### src/dual_dac_loader_consts.svh
// Constants of the two-channel serial converter loader.
// Assumes inclusion by bare name from the package and the design file.
`ifndef DUAL_DAC_LOADER_CONSTS_SVH
`define DUAL_DAC_LOADER_CONSTS_SVH

// ****************************************************************
// Serial word layout
// ****************************************************************
`define WORD_BITS        24
`define FRAME_COUNT_LAST 5'd23
`define LOAD_B_BIT       21
`define LOAD_A_BIT       20
`define BUF_SEL_BIT      18
`define PWR_HI_BIT       17
`define PWR_LO_BIT       16
`define DATA_MSB         15

// ****************************************************************
// Register map
// ****************************************************************
`define ADDR_CHAN_A      4'h0
`define ADDR_CHAN_B      4'h4
`define ADDR_BUF_A       4'h8
`define ADDR_BUF_B       4'hc
`define ADDR_STATUS      5'h10
`define CODE_RESET       16'h0000
`define PWR_NORMAL       2'h0

`endif

### src/dual_dac_loader_pkg.sv
// Types of the two-channel serial converter loader.
// Assumes the constants header is on the include path.
package dual_dac_loader_pkg;
  `include "dual_dac_loader_consts.svh"

  typedef enum logic [1:0] {
    PWR_RUN,
    PWR_1K,
    PWR_100K,
    PWR_HIZ
  } power_mode_t;

  typedef struct packed {
    logic [15:0] code;
    logic [1:0]  power;
  } chan_t;
endpackage

### src/dual_dac_serial_loader.sv
// Serial loader of a two-channel 16-bit converter, with AHB-Lite read-back.
// Assumes hclk at 250 MHz and a serial clock much slower, sampled here.
//
// The placing of the registers and the AHB-Lite interface to the registers were decided locally.
`timescale 1ns/10ps
`include "dual_dac_loader_consts.svh"

module dual_dac_serial_loader (
  input  wire logic        hclk,
  input  wire logic        hresetn,
  input  wire logic        hsel,
  input  wire logic [31:0] haddr,
  input  wire logic [1:0]  htrans,
  input  wire logic        hwrite,
  input  wire logic [2:0]  hsize,
  input  wire logic [31:0] hwdata,
  input  wire logic        hready,
  output logic      [31:0] hrdata,
  output logic             hreadyout,
  output logic             hresp,
  input  wire logic        frame_sync_n,
  input  wire logic        serial_clk,
  input  wire logic        serial_data,
  output logic      [15:0] channel_a_output,
  output logic      [15:0] channel_b_output,
  output logic      [1:0]  channel_a_power,
  output logic      [1:0]  channel_b_power,
  output logic             channel_a_hiz,
  output logic             channel_b_hiz
);

  typedef struct packed {
    logic [1:0]  sync_n;
    logic [2:0]  sclk;
    logic [1:0]  sdata;
    logic [23:0] shift;
    logic [4:0]  count;
    dual_dac_loader_pkg::chan_t buf_a;
    dual_dac_loader_pkg::chan_t buf_b;
    dual_dac_loader_pkg::chan_t reg_a;
    dual_dac_loader_pkg::chan_t reg_b;
    logic        done;
    logic [15:0] words;
    logic        hiz_a;
    logic        hiz_b;
    logic [31:0] rdata;
  } state_t;

  state_t s_q;
  state_t s_d;

  function automatic logic [31:0] chan_word(input dual_dac_loader_pkg::chan_t c);
    chan_word = {14'h0000, c.power, c.code};
  endfunction

  logic        fall;
  logic [23:0] word;
  logic        sel_b;
  logic        rd_take;
  dual_dac_loader_pkg::chan_t incoming;

  always_comb begin
    s_d = s_q;
    // ****************************************************************
    // Pin synchronisers
    // ****************************************************************
    s_d.sync_n = {s_q.sync_n[0], frame_sync_n};
    s_d.sclk   = {s_q.sclk[1:0], serial_clk};
    s_d.sdata  = {s_q.sdata[0], serial_data};
    s_d.done   = 1'b0;
    fall     = s_q.sclk[2] & ~s_q.sclk[1];
    word     = {s_q.shift[22:0], s_q.sdata[1]};
    sel_b    = word[`BUF_SEL_BIT];
    incoming.power = word[`PWR_HI_BIT:`PWR_LO_BIT];
    incoming.code  = (incoming.power == `PWR_NORMAL) ? word[`DATA_MSB:0] : `CODE_RESET;
    // ****************************************************************
    // Serial word capture
    // ****************************************************************
    if (s_q.sync_n[1]) begin
      s_d.shift = 24'h000000;
      s_d.count = 5'd0;
    end else if (fall) begin
      s_d.shift = word;
      s_d.count = s_q.count + 5'd1;
      if (s_q.count == `FRAME_COUNT_LAST) begin
        s_d.done  = 1'b1;
        s_d.words = s_q.words + 16'h0001;
        s_d.count = 5'd0;
        if (sel_b) s_d.buf_b = incoming;
        else       s_d.buf_a = incoming;
        if (word[`LOAD_A_BIT]) s_d.reg_a = s_d.buf_a;
        if (word[`LOAD_B_BIT]) s_d.reg_b = s_d.buf_b;
      end
    end
    s_d.hiz_a = (s_d.reg_a.power == dual_dac_loader_pkg::PWR_HIZ);
    s_d.hiz_b = (s_d.reg_b.power == dual_dac_loader_pkg::PWR_HIZ);
    // ****************************************************************
    // Bus slave, reads only, zero wait
    // ****************************************************************
    // Read data is taken in the address phase so it stands in the data phase.
    rd_take = hsel & hready & htrans[1] & ~hwrite;
    unique case (haddr[4:0])
      5'(`ADDR_CHAN_A): s_d.rdata = chan_word(s_q.reg_a);
      5'(`ADDR_CHAN_B): s_d.rdata = chan_word(s_q.reg_b);
      5'(`ADDR_BUF_A):  s_d.rdata = chan_word(s_q.buf_a);
      5'(`ADDR_BUF_B):  s_d.rdata = chan_word(s_q.buf_b);
      `ADDR_STATUS:     s_d.rdata = {11'h000, s_q.count, s_q.words};
      default:          s_d.rdata = 32'h00000000;
    endcase
    if (!rd_take || (haddr[31:5] != 27'h0000000)) s_d.rdata = 32'h00000000;
  end

  always_ff @(posedge hclk or negedge hresetn) begin
    if (!hresetn) begin
      s_q <= '0;
      s_q.sync_n <= 2'h3;
      s_q.sclk   <= 3'h7;
    end else begin
      s_q <= s_d;
    end
  end

  // ****************************************************************
  // Outputs
  // ****************************************************************
  assign hrdata           = s_q.rdata;
  assign hreadyout        = 1'b1;
  assign hresp            = 1'b0;
  assign channel_a_output = s_q.reg_a.code;
  assign channel_b_output = s_q.reg_b.code;
  assign channel_a_power  = s_q.reg_a.power;
  assign channel_b_power  = s_q.reg_b.power;
  assign channel_a_hiz    = s_q.hiz_a;
  assign channel_b_hiz    = s_q.hiz_b;

  // ****************************************************************
  // Assertions
  // ****************************************************************
  property p_only_on_done;
    @(posedge hclk) disable iff (!hresetn)
      !s_d.done |=> $stable(s_q.reg_a) && $stable(s_q.reg_b);
  endproperty
  a_only_on_done: assert property (p_only_on_done)
    else $error("channel changed without load");

  property p_abort;
    @(posedge hclk) disable iff (!hresetn)
      s_q.sync_n[1] |=> s_q.count == 5'd0 && $stable(s_q.buf_a) && $stable(s_q.buf_b);
  endproperty
  a_abort: assert property (p_abort)
    else $error("partial word took effect");

  property p_done_count;
    @(posedge hclk) disable iff (!hresetn)
      s_d.done |-> s_q.count == `FRAME_COUNT_LAST && fall;
  endproperty
  a_done_count: assert property (p_done_count)
    else $error("completion at wrong edge");

  property p_hiz;
    @(posedge hclk) disable iff (!hresetn)
      channel_a_hiz == (channel_a_power == 2'h3);
  endproperty
  a_hiz: assert property (p_hiz)
    else $error("channel a hiz mismatch");

  property p_hiz_b;
    @(posedge hclk) disable iff (!hresetn)
      channel_b_hiz == (channel_b_power == 2'h3);
  endproperty
  a_hiz_b: assert property (p_hiz_b)
    else $error("channel b hiz mismatch");

  property p_keep_a;
    @(posedge hclk) disable iff (!hresetn)
      s_d.done && !word[`LOAD_A_BIT] |=> $stable(s_q.reg_a);
  endproperty
  a_keep_a: assert property (p_keep_a)
    else $error("channel a changed without its load");

  property p_keep_b;
    @(posedge hclk) disable iff (!hresetn)
      s_d.done && !word[`LOAD_B_BIT] |=> $stable(s_q.reg_b);
  endproperty
  a_keep_b: assert property (p_keep_b)
    else $error("channel b changed without its load");

  property p_load_both;
    @(posedge hclk) disable iff (!hresetn)
      s_d.done && word[`LOAD_A_BIT] && word[`LOAD_B_BIT] |=>
        s_q.reg_a == s_q.buf_a && s_q.reg_b == s_q.buf_b;
  endproperty
  a_load_both: assert property (p_load_both)
    else $error("simultaneous load missed a channel");

endmodule // dual_dac_serial_loader

### config.mk
export PLATFORM = sky130hd
export DESIGN_NAME = dual_dac_serial_loader
export DESIGN_NICKNAME = d
export VERILOG_FILES = /design/src/dual_dac_loader_pkg.sv /design/src/dual_dac_serial_loader.sv
export VERILOG_INCLUDE_DIRS = /design/src
export SDC_FILE = /design/constraint.sdc
export NUM_CORES = 1
export LEC_CHECK = 0
export BUFFER_PORTS_ARGS = -buffer_cell sky130_fd_sc_hd__buf_2
export CAP_MARGIN = 25
export CORE_MARGIN = 5
export CORE_UTILIZATION = 50
export CTS_CLUSTER_SIZE = 10
export DETAILED_ROUTE_END_ITERATION = 7
export PLACE_DENSITY = 0.74
export SLEW_MARGIN = 5
export SYNTH_ARGS = -nofsm -noshare
export SYNTH_HDL_FRONTEND = slang
export SYNTH_SLANG_ARGS = --single-unit
export TNS_END_PERCENT = 1
### constraint.sdc
create_clock -name hclk -period 3.15 [get_ports hclk]
set_clock_uncertainty 0.2 [all_clocks]
set_input_delay 0 -clock hclk [delete_from_list [all_inputs] [get_ports hclk]]
set_output_delay 0 -clock hclk [all_outputs]
set_load 0.02 [all_outputs]
* Word-level counts from Yosys, hierarchy flattened
Cells that the tools add are included.
** Word-level totals
- Bits in registers :: 155
- Bits of input ports :: 77
- Output and inout port bits :: 72
- Logic and storage cells :: 53
** Operators by class
- Add/subtract/negate cells :: 2
- Equal/unequal tests :: 7
- Mux-type cells :: 11
- Bitwise operators :: 7
- Reductions and logical operators :: 9
** Operators by type and width (count)
- 2-to-1 mux 115 bit :: 1
- case mux 21 bit (5 select lines) :: 1
- 2-to-1 mux 94 bit :: 1
- 2-to-1 mux 18 bit :: 4
- 2-to-1 mux 37 bit :: 1
- 2-to-1 mux 32 bit :: 1
- nonzero test 27 bit :: 1
- 2-to-1 mux 26 bit :: 1
- adder 16 x 1 -> 16 bit, second input constant :: 1
- 2-to-1 mux 16 bit :: 1
- equality test 5 x 4 -> 1 bit, second input constant :: 2
- equality test 5 bit, second input constant :: 2
- AND reduction 4 bit :: 2
- adder 5 x 1 -> 5 bit, second input constant :: 1
- equality test 5 x 3 -> 1 bit, second input constant :: 1
- logical NOT 5 bit :: 1
- AND 1 bit :: 4
- equality test 2 bit, second input constant :: 2
- NOT 1 bit :: 3
- AND reduction 3 bit :: 1
- logical NOT 2 bit :: 1
- nonzero test 2 bit :: 1
- logical NOT 1 bit :: 1
- logical OR 1 bit :: 1

* Longest topological paths before layout
Gate-level depths: netlist of the first run.
- Depth in word-level cells :: 8
- Depth in mapped cells :: 8
- Gate-level depth less buffers :: 5

* Worst setup path before layout of the first run
No wires, ideal clock.
- Path type :: register -> register
- From :: register s_q[123] (netlist bit)
- To :: register s_q (netlist bit channel_a_output[0])
- Library setup time :: 0.119 ns
- Arrival :: 1.598 ns
- Data required time :: 2.831 ns
- Path slack :: 1.234 ns
- Stages on the path, launching flop included :: 8
- Buffers on the path :: 3
- Period minus slack after synthesis :: 1.916 ns
- Cells stage by stage :: dfrtp_1 -> ha_1 -> and4b_1 -> buf_2 -> and3_1 -> buf_2 -> buf_2 -> o21a_1
** Between the ends
- Longest elaborated chain between the ends :: 2
** Ends and longest elaborated chain
- start, declared :: line dual_dac_serial_loader.sv:49 : state_t s_q;
- equality test 5 bit (no line)
- AND reduction 4 bit (no line)
No other way between the ends.
A chain may end at the register's enable or synchronous reset.

==> results of run 1 <==
[per-layer routing]
metal  routed length (um)  vias up  track usage, %  part of all wire, %
li1                     -     2486               -                    -
met1                 7010     2653            28.6                   41
met2                 8280      253            35.0                   48
met3                 1520       34            5.19                  8.9
met4                  355        0            8.09                  2.1
met5                    0        -               0                    0
[report_power, final]
part	internal (mW)	total, mW	switching, mW
Combinational	0.0406	0.139	0.0984
Clock	1.30	2.04	0.741
Sequential	1.86	1.86	0.00507
[final timing paths]
path | endpoint | slack [ns] | depth (start not counted)
setup / recovery | hrdata[18]$_DFF_PN0_ | 0.20 | 9
hold / removal | s_d[153]$_DFF_PN0_ | 0.001 | 2
setup reg to reg | s_q[110]$_DFFE_PN0P_ | 0.68 | 5
hold reg to reg | s_q[153]$_DFF_PN0_ | 0.15 | 0
max in group asynchronous | s_q[119]$_DFFE_PN0P_ | 1.94 | 3
min in group hclk | s_d[155]$_DFF_PN1_ | 0.02 | 2
[what timing repair did]
action / in CTS / in global routing
hold buffers: 12 / 0
gates resized for setup: 0 / 1
endpoints found under the hold margin: 102 / 0
setup endpoints to repair: 0 / 3
[stage by stage]
| step | hold slack, ns | setup WS [ns] |
|---|---|---|
| after detailed placement | -0.105 | 0.732 |
| after global routing | 0.0119 | 0.0714 |
| after global placement | -0.116 | 0.850 |
| after CTS | 0.000396 | 0.170 |
| final | 0.00143 | 0.197 |
| after floorplan | -0.496 | 1.23 |
[cells in the final DEF (no fill, tap or decap), drive strengths merged, types with 5 or more instances in the layout]
cell | synthesis | layout
o211ai | 16 | 16
a21oi | 61 | 61
nor2b | 19 | 19
nor2 | 27 | 27
a22oi | 33 | 33
xor2 | 6 | 6
o21a | 16 | 16
dfrtp | 139 | 139
xnor2 | 10 | 10
o21ai | 36 | 36
buf | 89 | 114
and2 | 5 | 5
nand2 | 124 | 124
clkbuf | 28 | 22
dlygate4sd3 | 0 | 12
nor4 | 9 | 9
dfstp | 5 | 5
nor3 | 7 | 7
conb | 2 | 13
a31oi | 17 | 17
clkinv | 0 | 5
nand3 | 9 | 9
mux2 | 23 | 23
[registers in the layout, summed over array words and instances, names as in the netlist]
signal,count
s_q,79
hrdata,21
channel_a_output,16
channel_b_output,16
s_d,4
channel_a_power,2
channel_b_power,2
incoming,2
channel_a_hiz,1
channel_b_hiz,1
[area by class of cell]
class / count / area [sq um] / share of cell area (%)
clock buffers: 22 / 474 / 6.00
clock inverters: 10 / 134 / 1.69
multi-input cells: 464 / 2720 / 34.4
flip-flops and latches: 144 / 3610 / 45.7
well taps: 180 / 225 / 2.85
repair buffers: 126 / 734 / 9.30
[cells by family (layout without fill, tap and decap cells)]
kind of cell               Yosys count  after routing
and+or+nand+nor                    224            224
AOI/OAI and AO/OA                  182            182
xor gates and xnor gates            16             16
muxes                               27             27
adders and majority gates            2              2
buffers and inverters              117            158
DFF                                144            144
other                                2             13
==> key figures, run 1 <==
Synthesis
  • Synthesized area: 7050 sq um
  • Mux cell area share after synthesis: 4.24%
  • Compound-Gate Fraction of Synth Area: 15.7%
  • Yosys cell types: 46
  • Mapped Avg Cell Area: 9.88 sq um
  • Area contributors post-synth: dfrtp_1 (49%), buf_4 (7.7%), nand2_1 (6.6%)
  • Cell with the most instances after synthesis: dfrtp_1
  • Commonest cells post-synth: dfrtp_1 (139), nand2_1 (124), buf_4 (72)
  • Cell taking the most area after synthesis: dfrtp_1
  • Simple-Gate Fraction of Synth Area: 15.5%
  • Main combinational cell family by area after synthesis: compound AO/OA/AOI/OAI gates
  • Synth top area share: 49.3%
  • Syn Inst Count: 714
  • Synth Area in Adders: 0.355%
  • Seq cells post-synth: 144
  • Main synth FF type: dfrtp_1
  • Seq/Total Area, Yosys: 51.2%
  • Post-synthesis xor/xnor area fraction: 1.99%
  • EDFF count, synth: 0
  • Ys Warns: 0
  • Asr flop ratio synth: 100%

Outcome
  • Status: completed

Cells and area
  • Final std cell area, no fill: 7900 sq um
  • # diodes: 0
  • Post-layout util: 56.9%
  • Layout cells sized above 1: 23.6%
  • Fillers: 1,134
  • Syn-to-layout area delta: 12.0%
  • Layout net count: 832
  • Fin cells: 946

Critical path
  • CP peak stage delay: 0.66 ns
  • Critical path's top delay family: buffers and inverters
  • Kind of critical path: input port to flip-flop
  • CP most frequent cell: dlygate4sd3_1
  • Startpoint Class: input port
  • Worst Setup SP: haddr[31]
  • CP cell instances: dlygate4sd3_1 > buf_2 > nor4_1 > dlygate4sd3_1 > nand4_1 > dlygate4sd3_1 > nor3_2 > dlygate4sd3_1 > and2_1
  • Buf/Inv on CP: 5
  • Worst Path Required: 3.30 ns
  • Crit path DAT: 3.11 ns
  • Crit. End Element: flip-flop
  • Max Fanout on Critical Path: 3
  • Worst r2r src: s_q[156]$_DFF_PN1_
  • CP max-delay cell: dlygate4sd3_1

Place
  • Cell Area, Placed: 7170 sq um
  • Routability cong.: 0.833
  • Placed Cells: 902
  • Port Buffers: 99
  • HPWL after detailed placement: 11.4 mm

Timing
  • Period utilisation layout: 93.7%
  • Setup_tns: 0 ns
  • Final critical-path required period: 2.95 ns
  • Final hold violations: 0
  • Tightest Pin Transition: 0.905 ns
  • RSZ-0062 raised after global routing: false
  • Final Max Tran Viols: 0
  • F_max: 339 MHz
  • Slew headroom: 39.6%
  • Setup Viol. Count Final: 0

Global route
  • Pin count of the biggest net entering global routing: 84
  • Grt ovf: 0
  • Vias in the first global route: 5,539
  • First-pass GRT wire length: 28.2 mm
  • Initial antenna violation count: 0
  • GRT Total Usage: 21.7%

Die
  • Core Region: 13,900 sq um
  • Die area: 16,600 sq um
  • Initial Util: 50.8%
  • Row count: 43
  • I/O pin count: 149
  • Die Span Y: 129 um
  • Die width: 129 um

Clocking
  • CTS tree: built
  • CTS Buf Count: 17
  • Max clock buf depth: 2
  • CTS sink count: 144
  • H-tree depth: 4
  • Clock transition at path regs: 0.05 ns
  • Clock Latency Late Sink: 0.42 ns
  • Post-CTS Setup Repair Bufs: 0
  • Root Buffer Master: clkbuf_16

Pwr
  • Design Power: 4.05 mW
  • LEAKAGE: 3.66 nW
  • PwrDens: 512 nW/um^2
  • Max VDD drop: 0.000373 V

Flow run
  • Max-cap violation count: 0

Route
  • DR iter-0 viols: 572
  • Detailed Route WL: 17.2 mm
  • Number of remaining DRC errors: 0
  • Routed via count: 5,426
  • ANT nets after route: 0
  • Vias per cell: 5.74
  • DR WL/cell: 18.2 um
  • Drt first pass iters: 5

Min path
  • Worst hold path type: input port to async pin
No activity file was read; power rests on OpenSTA's default activity.
==> run 2, diff against run 1 <==
- CTS_CLUSTER_DIAMETER: unset -> 30
- RECOVER_POWER: unset -> 50
==> key figures, run 2 (synthesis gave the netlist of run 1 again) <==
Route
  • DR iter-0 viols: 487 (-15%)
  • Vias per cell: 5.75 (+0.31%)
  • Detailed Route WL: 17.3 mm (+0.70%)
  • ANT nets after route: 0 (unchanged)
  • Routed via count: 5,443 (+0.31%)
  • Drt first pass iters: 5 (unchanged)
  • DR WL/cell: 18.3 um (+0.70%)
  • Number of remaining DRC errors: 0 (unchanged)

Global route
  • GRT Total Usage: 21.7% (unchanged)
  • Vias in the first global route: 5,539 (unchanged)
  • Grt ovf: 0 (unchanged)
  • Initial antenna violation count: 0 (unchanged)
  • First-pass GRT wire length: 28.2 mm (unchanged)
  • Pin count of the biggest net entering global routing: 84 (unchanged)

Critical path
  • CP most frequent cell: dlygate4sd3_1
  • Buf/Inv on CP: 5 (unchanged)
  • Crit path to: hrdata[18]$_DFF_PN0_
  • Max Fanout on Critical Path: 3 (unchanged)
  • Kind of critical path: input port to flip-flop
  • Reg2reg end: s_q[89]$_DFFE_PN0P_
  • Worst r2r src: s_q[156]$_DFF_PN1_
  • Critical path's top delay family: buffers and inverters
  • Startpoint Class: input port
  • CP max-delay cell: dlygate4sd3_1
  • FF-to-FF path depth: 5 (unchanged)
  • CP peak stage delay: 0.66 ns (about the same)
  • Crit path DAT: 3.10 ns (about the same)
  • Crit. End Element: flip-flop
  • Crit. path cell count: 9 (unchanged)
  • Worst Path Required: 3.30 ns (about the same)
  • Worst Setup SP: haddr[31]
  • R2R setup slack: 0.69 ns (about the same)
  • CP cell instances: dlygate4sd3_1 > buf_2 > nor4_1 > dlygate4sd3_1 > nand4_1 > dlygate4sd3_1 > nor3_2 > dlygate4sd3_1 > and2_1

Timing
  • Final critical-path required period: 2.95 ns (-0.00136 ns)
  • Slew headroom: -38.6% (-78 points)
  • Final Max Tran Viols: 84 (+84)
  • Setup_tns: 0 ns (unchanged)
  • Hold slack: 0.0165 ns (+0.0150 ns)
  • Tightest Pin Transition: 2.08 ns (+1.17 ns)
  • RSZ-0062 raised after global routing: false
  • Setup Viol. Count Final: 0 (unchanged)
  • F_max: 339 MHz (about the same)
  • Period utilisation layout: 93.7% (about the same)
  • Final hold violations: 0 (unchanged)
  • Fin worst setup slack: 0.199 ns (+0.00136 ns)

Die
  • Die width: 129 um (unchanged)
  • I/O pin count: 149 (unchanged)
  • Core Region: 13,900 sq um (unchanged)
  • Row count: 43 (unchanged)
  • Die Span Y: 129 um (unchanged)
  • Initial Util: 50.8% (unchanged)
  • Die area: 16,600 sq um (unchanged)

Cells and area
  • Final std cell area, no fill: 7820 sq um (-1.1%)
  • Most frequent cells in the layout: dfrtp_1 (138), nand2_1 (124), a21oi_1 (61), clkbuf_1 (61), buf_2 (39)
  • Layout net count: 832 (unchanged)
  • Syn-to-layout area delta: 10.8%
  • Commonest non-fill, non-tap cell in the layout: dfrtp_1
  • # diodes: 0 (unchanged)
  • Max reg flops: 79 (unchanged)
  • Most flop-heavy register: s_q
  • Layout cells sized above 1: 15.8% (-7.8 points)

Clocking
  • Clock Latency Late Sink: 0.42 ns (about the same)
  • Root Buffer Master: clkbuf_16
  • CTS sink count: 144 (unchanged)
  • Max clock buf depth: 2 (unchanged)
  • Clock transition at path regs: 0.06 ns (about the same)
  • H-tree depth: 4 (unchanged)
  • CTS Buf Count: 17 (unchanged)
  • CTS tree: built

Pwr
  • LEAKAGE: 3.39 nW (-7.2%)
  • Design Power: 4.05 mW (about the same)
  • Max VDD drop: 0.000374 V (+0.15%)
  • PwrDens: 518 nW/um^2 (+1.1%)

Place
  • Port Buffers: 99 (unchanged)
  • Cell Area, Placed: 7170 sq um (unchanged)
  • DP Worst Slack: 0.732 ns (unchanged)
  • HPWL after detailed placement: 11.4 mm (unchanged)
  • Routability cong.: 0.833 (unchanged)

Outcome
  • Failing checks: capacitance limit, slew limit
  • Status: finished with violations

Min path
  • Hold Path Stages: 2
  • Hold_sp: serial_clk
  • Worst hold path type: input port to flip-flop

Flow run
  • Max-cap violation count: 1 (+1)
[run 2: per-stage QoR]
step                      cells  util (%)
final                       946      56.3
after global routing        946      56.3
after CTS                   946      56.9
after detailed placement    902      51.6
after global placement      902      51.6
after floorplan             725         -
[run 2: area by class of cell]
| cell class | count | area, sq um |
|---|---|---|
| Clock buffer | 22 | 474 |
| Clock inverter | 10 | 134 |
| Fill cell | 1178 | 6070 |
| Multi-Input combinational cell | 464 | 2720 |
| Sequential cell | 144 | 3610 |
| Tap cell | 180 | 225 |
| Timing Repair Buffer | 126 | 649 |
[run 2: repair_timing]
| item | CTS | global route |
|---|---|---|
| buffers inserted | 0 | 0 |
| endpoints found under the hold margin | 102 | 0 |
| endpoints found under the setup margin | 0 | 3 |
| hold buffers | 12 | 0 |
| resized for setup | 0 | 1 |
[run 2: worst min path at each step]
stage | to
after floorplan | channel_a_hiz$_DFF_PN0_
after global placement | s_d[153]$_DFF_PN0_
after detailed placement | s_d[153]$_DFF_PN0_
after CTS | s_d[155]$_DFF_PN1_
after global routing | s_d[158]$_DFF_PN1_
final | s_d[155]$_DFF_PN1_
[run 2: power breakdown]
part	internal [mW]	total, mW	switching (mW)
Combinational	0.0392	0.137	0.0983
Clock	1.30	2.05	0.744
Sequential	1.86	1.86	0.00513
Total	3.20	4.05	0.847
[run 2: worst reg2reg max path, cell delays in order, from the launching register on]
cell	delay, ns
dfstp_2	0.53
nor3b_1	0.45
nand3_1	0.60
buf_4	0.40
nand2_1	0.07
o21ai_0	0.08
[run 2: per-layer routing]
| layer | up-vias | GRT usage, % | share of wire (%) |
|---|---|---|---|
| li1 | 2479 | - | - |
| met3 | 37 | 5.19 | 8.1 |
| met2 | 221 | 35.0 | 48 |
| met4 | 0 | 8.09 | 2.1 |
| met1 | 2706 | 28.6 | 41 |
| met5 | - | 0 | 0 |
==> run 3, diff against run 2 <==
- GPL_TIMING_DRIVEN: unset -> 0
- MAX_ROUTING_LAYER: unset -> met4
==> key figures, run 3 (synthesis gave the netlist of run 1 again) <==
Outcome
  • Status: finished with violations
  • Failing checks: hold timing, capacitance limit, slew limit

Die
  • I/O pin count: 149 (unchanged)
  • Die area: 16,600 sq um (unchanged)
  • Die Span Y: 129 um (unchanged)
  • Initial Util: 50.8% (unchanged)
  • Die width: 129 um (unchanged)
  • Row count: 43 (unchanged)
  • Core Region: 13,900 sq um (unchanged)

Clocking
  • Root Buffer Master: clkbuf_16
  • Max clock buf depth: 2 (unchanged)
  • CTS Buf Count: 17 (unchanged)
  • CTS tree: built
  • Clock Latency Late Sink: 0.42 ns (about the same)
  • Post-CTS Setup Repair Bufs: 0 (unchanged)
  • Post-CTS sizing: 0 (unchanged)
  • H-tree depth: 4 (unchanged)
  • CTS sink count: 144 (unchanged)
  • Clock transition at path regs: 0.06 ns (about the same)

Global route
  • Pin count of the biggest net entering global routing: 80 (-4.8%)
  • Initial antenna violation count: 0 (unchanged)
  • Grt ovf: 0 (unchanged)
  • GRT Total Usage: 23.4% (+1.7 points)
  • Vias in the first global route: 5,743 (+3.7%)
  • First-pass GRT wire length: 29.5 mm (+4.5%)

Timing
  • Final critical-path required period: 2.74 ns (-0.210 ns)
  • RSZ-0062 raised after global routing: false
  • Hold slack: -0.0691 ns (-0.0855 ns)
  • Period utilisation layout: 87.0% (-6.7 points)
  • Final hold violations: 8 (+8)
  • F_max: 365 MHz (+7.7%)
  • Fin worst setup slack: 0.409 ns (+0.210 ns)
  • Final Max Tran Viols: 79 (-6.0%)
  • Slew headroom: -30.7% (+7.8 points)
  • Setup Viol. Count Final: 0 (unchanged)
  • Tightest Pin Transition: 1.96 ns (-0.117 ns)
  • Setup_tns: 0 ns (unchanged)

Route
  • ANT nets after route: 0 (unchanged)
  • Number of remaining DRC errors: 0 (unchanged)
  • Vias per cell: 5.46 (-5.2%)
  • Routed via count: 5,761 (+5.8%)
  • DR WL/cell: 17.1 um (-6.6%)
  • Detailed Route WL: 18.0 mm (+4.2%)
  • Drt first pass iters: 4 (-1)
  • DR iter-0 viols: 527 (+8.2%)

Pwr
  • Switching power: 0.862 mW (+1.8%)
  • Combinational group share of total power: 3.8% (+0.4 points)
  • Sequential share of power: 44.8% (-1.3 points)
  • PwrDens: 483 nW/um^2 (-6.9%)
  • Max VDD drop: 0.000380 V (+1.6%)
  • Switching Share: 20.7% (-0.22 points)
  • Clock network power share: 51.4% (+0.9 points)
  • LEAKAGE: 4.03 nW (+19%)
  • Cell Int Power: 3.30 mW (+3.2%)

Critical path
  • Crit. End Element: flip-flop
  • Crit path DAT: 2.90 ns (-0.20 ns)
  • Startpoint Class: input port
  • FF-to-FF path depth: 7 (+2)
  • Max Fanout on Critical Path: 7 (+4)
  • Worst Path Required: 3.31 ns (about the same)
  • Reg2reg end: s_q[121]$_DFFE_PN0P_
  • Kind of critical path: input port to flip-flop
  • Worst r2r src: s_q[123]$_DFFE_PN0P_
  • R2R setup slack: 0.72 ns (+0.03 ns)

Cells and area
  • Fin cells: 1,056 (+12%)
  • Layout net count: 943 (+13%)
  • Final std cell area, no fill: 8630 sq um (+10%)
  • FF/Latch Area: 3610 sq um (about the same)
  • Most frequent cells in the layout: dfrtp_1 (139), nand2_1 (124), buf_2 (78)
  • Area occupied by multi-input gates: 2710 sq um (-0.28%)
  • Syn-to-layout area delta: 22.4%
  • Most flop-heavy register: s_q
  • Max reg flops: 79 (unchanged)
  • # diodes: 0 (unchanged)
  • Fillers: 1,134 (-3.7%)
  • Layout cells sized above 1: 25.1% (+9.3 points)
  • Commonest non-fill, non-tap cell in the layout: dfrtp_1

Place
  • Routability cong.: 0.860 (+3.3%)
  • Port Buffers: 99 (unchanged)
  • Placed Cells: 1,005 (+11%)
  • DP Worst Slack: 0.765 ns (+0.0327 ns)
  • Cell Area, Placed: 7850 sq um (+9.5%)
  • HPWL after detailed placement: 13.0 mm (+14%)

Min path
  • Hold Path Stages: 5 (+3)
  • Hold_sp: haddr[16]
  • Worst hold path type: input port to flip-flop
  • WHS Endpoint: hrdata[18]$_DFF_PN0_

Flow run
  • Max-cap violation count: 1 (unchanged)
==> run 3: worst max path at each step <==
stage,endpoint,startpoint,cells after the start
floorplan,channel_a_output[0]$_DFFE_PN0P_,s_q[123]$_DFFE_PN0P_,7
global placement,s_q[46]$_DFFE_PN0P_,hresetn,1
detailed placement,s_q[122]$_DFFE_PN0P_,s_q[123]$_DFFE_PN0P_,7
CTS,hrdata[16]$_DFF_PN0_,haddr[21],10
global route,hrdata[2]$_DFF_PN0_,haddr[1],8
finish,hrdata[2]$_DFF_PN0_,haddr[1],8
==> run 3: repair_timing <==
action | 4_1_cts | 5_1_grt
endpoints found under the setup margin | 0 | 3
endpoints found under the hold margin | 159 | 0
hold buffers | 22 | 0
==> run 3: power groups by stage <==
stage | Combinational, mW | Clock [mW] | Sequential (mW)
6_report | 0.158 | 2.14 | 1.87
3_5_place_dp | 0.147 | 0 | 1.90
3_3_place_gp | 0.142 | 0 | 1.90
2_1_floorplan | 0.0669 | 0 | 1.90
5_1_grt | 0.178 | 2.25 | 1.87
4_1_cts | 0.161 | 2.16 | 1.87
==> run 3: through the flow <==
| stage | utilization [%] | total power [mW] |
|---|---|---|
| 4_1_cts | 62.7 | 4.18 |
| 3_3_place_gp | 56.3 | 2.04 |
| 5_1_grt | 62.2 | 4.29 |
| 6_report | 62.2 | 4.17 |
| 2_1_floorplan | - | 1.96 |
| 3_5_place_dp | 56.6 | 2.05 |
==> run 3: layer usage <==
layer | track usage [%] | share of wire [%] | up-vias
li1 | - | - | 2710
met2 | 35.9 | 47 | 228
met1 | 31.0 | 43 | 2791
met4 | 6.55 | 1.9 | 0
met3 | 5.81 | 8.1 | 32
met5 | - | 0 | -
==> run 3: area by class of cell <==
type,count,share of cell area (%)
sequential,144,41.8
clock buffer,22,5.49
multi-input combinational,464,31.4
timing repair buffer,120,7.91
tap,180,2.61
clock inverter,9,1.80
buffer,117,8.94
==> run 3: critical path: stages <==
cell and delay [ns]:
dlygate4sd3_1 0.54, buf_2 0.14, or3_4 0.41, nor3_2 0.39, a22oi_1 0.16, dlygate4sd3_1 0.59, a21oi_1 0.13, dlygate4sd3_1 0.55
